`src/fpt_pkg.sv`:
```
package fpt_pkg;
   // clock and timing, in nanoseconds as specified, then derived cycle counts
   localparam int CLK_NS = 40;
   localparam int FILT_NS = 750;
   localparam int HALF_NS = 3000;
   localparam int EARLY_NS = 875;
   localparam int LATE_NS = 1500;
   localparam int BIT_NS = 6000;
   localparam int PAUSE_BITS = 3;
   // least time rounds up
   localparam int FILT_CYC = (FILT_NS + CLK_NS - 1) / CLK_NS;
   // grid period and tolerance edges; longest times round down
   localparam int HALF_CYC = HALF_NS / CLK_NS;
   localparam int EARLY_CYC = EARLY_NS / CLK_NS;
   localparam int LATE_CYC = LATE_NS / CLK_NS;
   localparam int BIT_CYC = BIT_NS / CLK_NS;
   localparam int PAUSE_CYC = PAUSE_BITS * BIT_CYC;
   localparam int LEN_SYNC_CYC = BIT_CYC;
   localparam int LEN_ASYNC_CYC = 3 * BIT_CYC;

   // half-bit slot of the end pulse, and telegram bit counts
   localparam logic [4:0] END_SLOT_REQ = 5'h1A;
   localparam logic [4:0] END_SLOT_RSP = 5'h0C;
   localparam logic [4:0] SLOT_MAX = 5'h1E;
   localparam int DATA_W = 14;

   // operating modes
   typedef enum logic [1:0] {
      FPT_SLAVE = 2'h0,
      FPT_MASTER = 2'h1,
      FPT_REPEATER = 2'h2,
      FPT_MONITOR = 2'h3
   } fpt_mode_t;

   // receiver states, gray along idle-recv-tail and the error path except from recv
   typedef enum logic [1:0] {
      FPT_IDLE = 2'h0,
      FPT_RECV = 2'h1,
      FPT_TAIL = 2'h3,
      FPT_WAIT = 2'h2
   } fpt_state_t;

   // error bit positions; status bit 0 is the receive strobe
   localparam int E_START = 0;
   localparam int E_ALT = 1;
   localparam int E_TIM = 2;
   localparam int E_INFO = 3;
   localparam int E_PAR = 4;
   localparam int E_END = 5;
   localparam int E_LEN = 6;
   localparam int N_ERR = 7;

   // register byte offsets
   localparam logic [7:0] OFS_CTRL = 8'h00;
   localparam logic [7:0] OFS_STAT = 8'h04;
   localparam logic [7:0] OFS_DATA = 8'h08;
   localparam logic [7:0] OFS_IRQ_STS = 8'h0C;
   localparam logic [7:0] OFS_IRQ_MASK = 8'h10;
   // control fields
   localparam int CTRL_MODE_LSB = 0;
   localparam int CTRL_RSP_BIT = 2;
   localparam int CTRL_ADDR_LSB = 3;
   localparam int CTRL_W = 8;
   localparam logic [CTRL_W-1:0] CTRL_RST = 8'h00;
endpackage

```
`src/fpt_pulse_filter.sv`:
```
module fpt_pulse_filter (
   input wire logic pclk,
   input wire logic presetn,
   input wire logic pulse_in,
   output logic lvl_o,
   output logic rise_o
);
   logic s1_q, s2_q, lvl_q;
   logic [4:0] cnt_q, cnt_d;

   // two-stage synchroniser, first stage read only by the second
   always_ff @(posedge pclk or negedge presetn) begin
      if (!presetn) begin
         s1_q <= 1'b0;
         s2_q <= 1'b0;
      end else begin
         s1_q <= pulse_in;
         s2_q <= s1_q;
      end
   end

   // filter short activity
   // level only follows once it has stood still for the full filter time
   assign cnt_d = (s2_q == lvl_q) ? 5'h00 : cnt_q + 5'h01;

   always_ff @(posedge pclk or negedge presetn) begin
      if (!presetn) begin
         cnt_q <= 5'h00;
         lvl_q <= 1'b0;
      end else if (cnt_d == 5'(fpt_pkg::FILT_CYC)) begin
         cnt_q <= 5'h00;
         lvl_q <= s2_q;
      end else begin
         cnt_q <= cnt_d;
      end
   end

   assign lvl_o = lvl_q;
   // edge pulse fires as the filtered level rises; all pulses share the delay
   assign rise_o = (cnt_d == 5'(fpt_pkg::FILT_CYC)) && s2_q && !lvl_q;
endmodule

```
`config.mk`:
```
export PLATFORM = sky130hd
export DESIGN_NAME = fpt_pulse_filter
export DESIGN_NICKNAME = d
export VERILOG_FILES = /design/src/fpt_pkg.sv /design/src/fpt_pulse_filter.sv
export SDC_FILE = /design/constraint.sdc
export NUM_CORES = 1
export LEC_CHECK = 0
export BUFFER_PORTS_ARGS = -buffer_cell sky130_fd_sc_hd__buf_2
export CAP_MARGIN = 5
export CORE_AREA = 2 2 39 41
export CTS_CLUSTER_DIAMETER = 120
export DETAILED_ROUTE_END_ITERATION = 10
export DIE_AREA = 0 0 41 43
export PLACE_DENSITY = 0.51
export SKIP_CTS_REPAIR_TIMING = 1
export SYNTH_ARGS = -nofsm -noshare
export SYNTH_HDL_FRONTEND = slang
export SYNTH_SLANG_ARGS = --single-unit
export TNS_END_PERCENT = 5
```
`constraint.sdc`:
```
create_clock -name pclk -period 2 [get_ports pclk]
set_clock_uncertainty 0.15 [all_clocks]
set_input_delay 0.4 -clock pclk [delete_from_list [all_inputs] [get_ports pclk]]
set_output_delay 0.4 -clock pclk [all_outputs]
set_load 0.02 [all_outputs]
```
==> impl_metrics.json <==
{
  "swShare_pct": 21.1,
  "p_int_mw": 0.264,
  "synth_ff_type": "dfrtp_1",
  "hold_depth": 1,
  "root_buffer": "clkbuf_4",
  "dp_hpwl_microns": 561,
  "ys_async_sr_fraction_pct": 100,
  "drtAntennaViolNets": 0,
  "min_to": "s1_q",
  "seqPwrFrac_pct": 52.4,
  "fin_crit_ns": 2.29,
  "die_w_microns": 41,
  "syn_inst": 27,
  "numPortBuffers": 4,
  "grt_overflow_total": 0,
  "seq_area_frac_synth_pct": 53.9,
  "rsz0062_at_grt": "true",
  "drt_iter0_markers": 0,
  "crit_fanout": 2,
  "synth_most_common_cell": "dfrtp_1",
  "die-area_sq_um": 1760,
  "antenna_found_initial": 0,
  "syn2layout_area_growth_pct": 36.4,
  "first_global_vias": 258,
  "grt_max_degree": 9,
  "worst_slew_pin_slew_ns": 0.317,
  "critPathLaunchType": "flip-flop",
  "reg2reg_from": "cnt_q[0]",
  "synth_commonest_cells": "dfrtp_1, nor3_1, nor2_1, xnor2_2",
  "worstSkewPairLatency_ns": 0.24,
  "r2r-end": "lvl_o",
  "hold_class": "in -> reg",
  "combPwrFrac_pct": 14.1,
  "fin_ws_ns": -0.285,
  "min_from": "pulse_in",
  "end_kind": "output port",
  "grt_util_all_layers_pct": 9.68,
  "grt_pass1_wl_microns": 1080,
  "layout_worst_path_cycle_share_pct": 114,
  "synth_top_area_share_pct": 53.9,
  "cts.htree.levels": 1,
  "n_antenna_cell": 0,
  "final_hold_viol_count": 0,
  "clock-sinks": 8,
  "cts_tree": "done",
  "fin_nets": 47,
  "p_leak_nw": 0.228,
  "synth_warnings": 0,
  "cts_buffers": 3,
  "dp_slack_ns": -0.0941,
  "maxCapViolCount": 0,
  "finalSetupViolCount": 1,
  "totalWireLength_microns": 635,
  "avgSynthCellArea_sq_um": 13.8,
  "violations": "setup timing",
  "r2r_cells": 6,
  "synth_area_sq_um": 372,
  "drive_gt1_share_pct": 53.7,
  "clockBufferDepth": 2,
  "required_ns": 1.45,
  "synth_area_leaders": "dfrtp_1, xnor2_2, nor4_4",
  "cts.clk_slew.worst_paths_ns": 0.05,
  "core_area_sq_um": 1380,
  "power.density_nw_per_um2": 660,
  "syn_nets": 31,
  "ys_seq_elements": 8,
  "synth_edf_count": 0,
  "crit_type": "reg -> out",
  "drv_slew": 0,
  "ioPinCount": 5,
  "die-height_microns": 43,
  "num_vias": 246,
  "r2r_slack_ns": 0.07,
  "gp_congestion": 0.803,
  "fmax_mhz": 438,
  "ir_worst_vdd_v": 0.000296,
  "drt_pass1_iterations": 1,
  "remaining_drc_errors": 0,
  "status": "complete, but fails checks",
  "vias_per_cell": 4.32,
  "start_util_pct": 26.9,
  "num_rows": 14,
  "synth_top_area_cell": "dfrtp_1",
  "slew_headroom_pct": 78.8,
  "power_switching_mw": 0.0707,
  "clkPwrFrac_pct": 33.5,
  "setup_tns_ns": -0.285,
  "synth_cell_types": 16,
  "routedWlPerCell_microns": 11.1,
  "arrival_ns": 1.74
}
## cell type report
| class | instances | area [sq um] |
|---|---|---|
| inverter | 1 | 3.75 |
| sequential | 8 | 200 |
| fill | 134 | 877 |
| multi-input combinational | 18 | 179 |
| clock buffer | 3 | 22.5 |
| timing repair buffer | 11 | 81.3 |
| tap | 16 | 20.0 |
## metrics by stage
stage	util, %	instance area [sq um]	power, mW	hold slack (ns)	std cells
floorplan	-	372	0.196	-0.0456	27
global placement	33.0	457	0.218	0.0908	53
detailed placement	33.0	457	0.221	0.0970	53
CTS	34.6	479	0.336	-0.164	56
global route	36.6	507	0.362	0.102	57
finish	36.6	507	0.334	0.114	57
## layer usage
metal,track usage [%],vias to the layer above,part of all wire [%]
met5,0,-,0
met4,8.00,0,2.4
met3,3.14,2,3.9
met2,14.7,7,57
met1,10.1,115,37
li1,-,122,-
## state kept, by name, summed over array words and instances, names as in the netlist
register  flops
s1_q          1
lvl_o         1
s2_q          1
cnt_q         5
## worst max-delay path: stages (launching register included)
cell	delay, ns
dfrtp_1	0.39
ha_2	0.20
xnor2_2	0.17
nand3b_1	0.17
nor4_4	0.26
and2_4	0.19
buf_6	0.11
## cell families (layout without fill, tap and decap cells)
kind of cell | count (synthesis) | in the layout | share of synthesized area [%]
muxes | 1 | 1 | 4.04
buffers and inverters | 1 | 15 | 1.01
and+or+nand+nor | 12 | 12 | 24.2
DFF | 8 | 8 | 53.9
xor gates and xnor gates | 4 | 4 | 13.5
adders and majority gates | 1 | 1 | 3.37
## cells in the final DEF, fill, tap and decap left out, types with 2 or more instances in the layout
| cell | synthesis | routed |
|---|---|---|
| clkbuf_4 | 0 | 3 |
| nor2_1 | 2 | 2 |
| dfrtp_1 | 8 | 8 |
| xnor2_2 | 2 | 3 |
| nor3_1 | 3 | 3 |
| buf_2 | 0 | 3 |
| buf_4 | 0 | 6 |
## power by group through the flow
stage,registers [mW],clock network (mW),logic (mW)
6_report,0.175,0.112,0.0473
5_1_grt,0.176,0.134,0.0522
4_1_cts,0.174,0.118,0.0438
3_5_place_dp,0.177,0,0.0436
3_3_place_gp,0.176,0,0.0416
2_1_floorplan,0.177,0,0.0192
## worst max-delay path by stage
stage,slack (ns),startpoint,to,cells past startpoint
after global placement,0.006,cnt_q[0],rise_o,6
after floorplan,0.03,cnt_q[0],rise_o,5
final,-0.29,cnt_q[0],rise_o,6
after global routing,-0.37,cnt_q[1],rise_o,6
after detailed placement,-0.09,cnt_q[0],rise_o,6
after CTS,-0.37,cnt_q[0],rise_o,6
No activity file was read; power rests on OpenSTA's default activity.
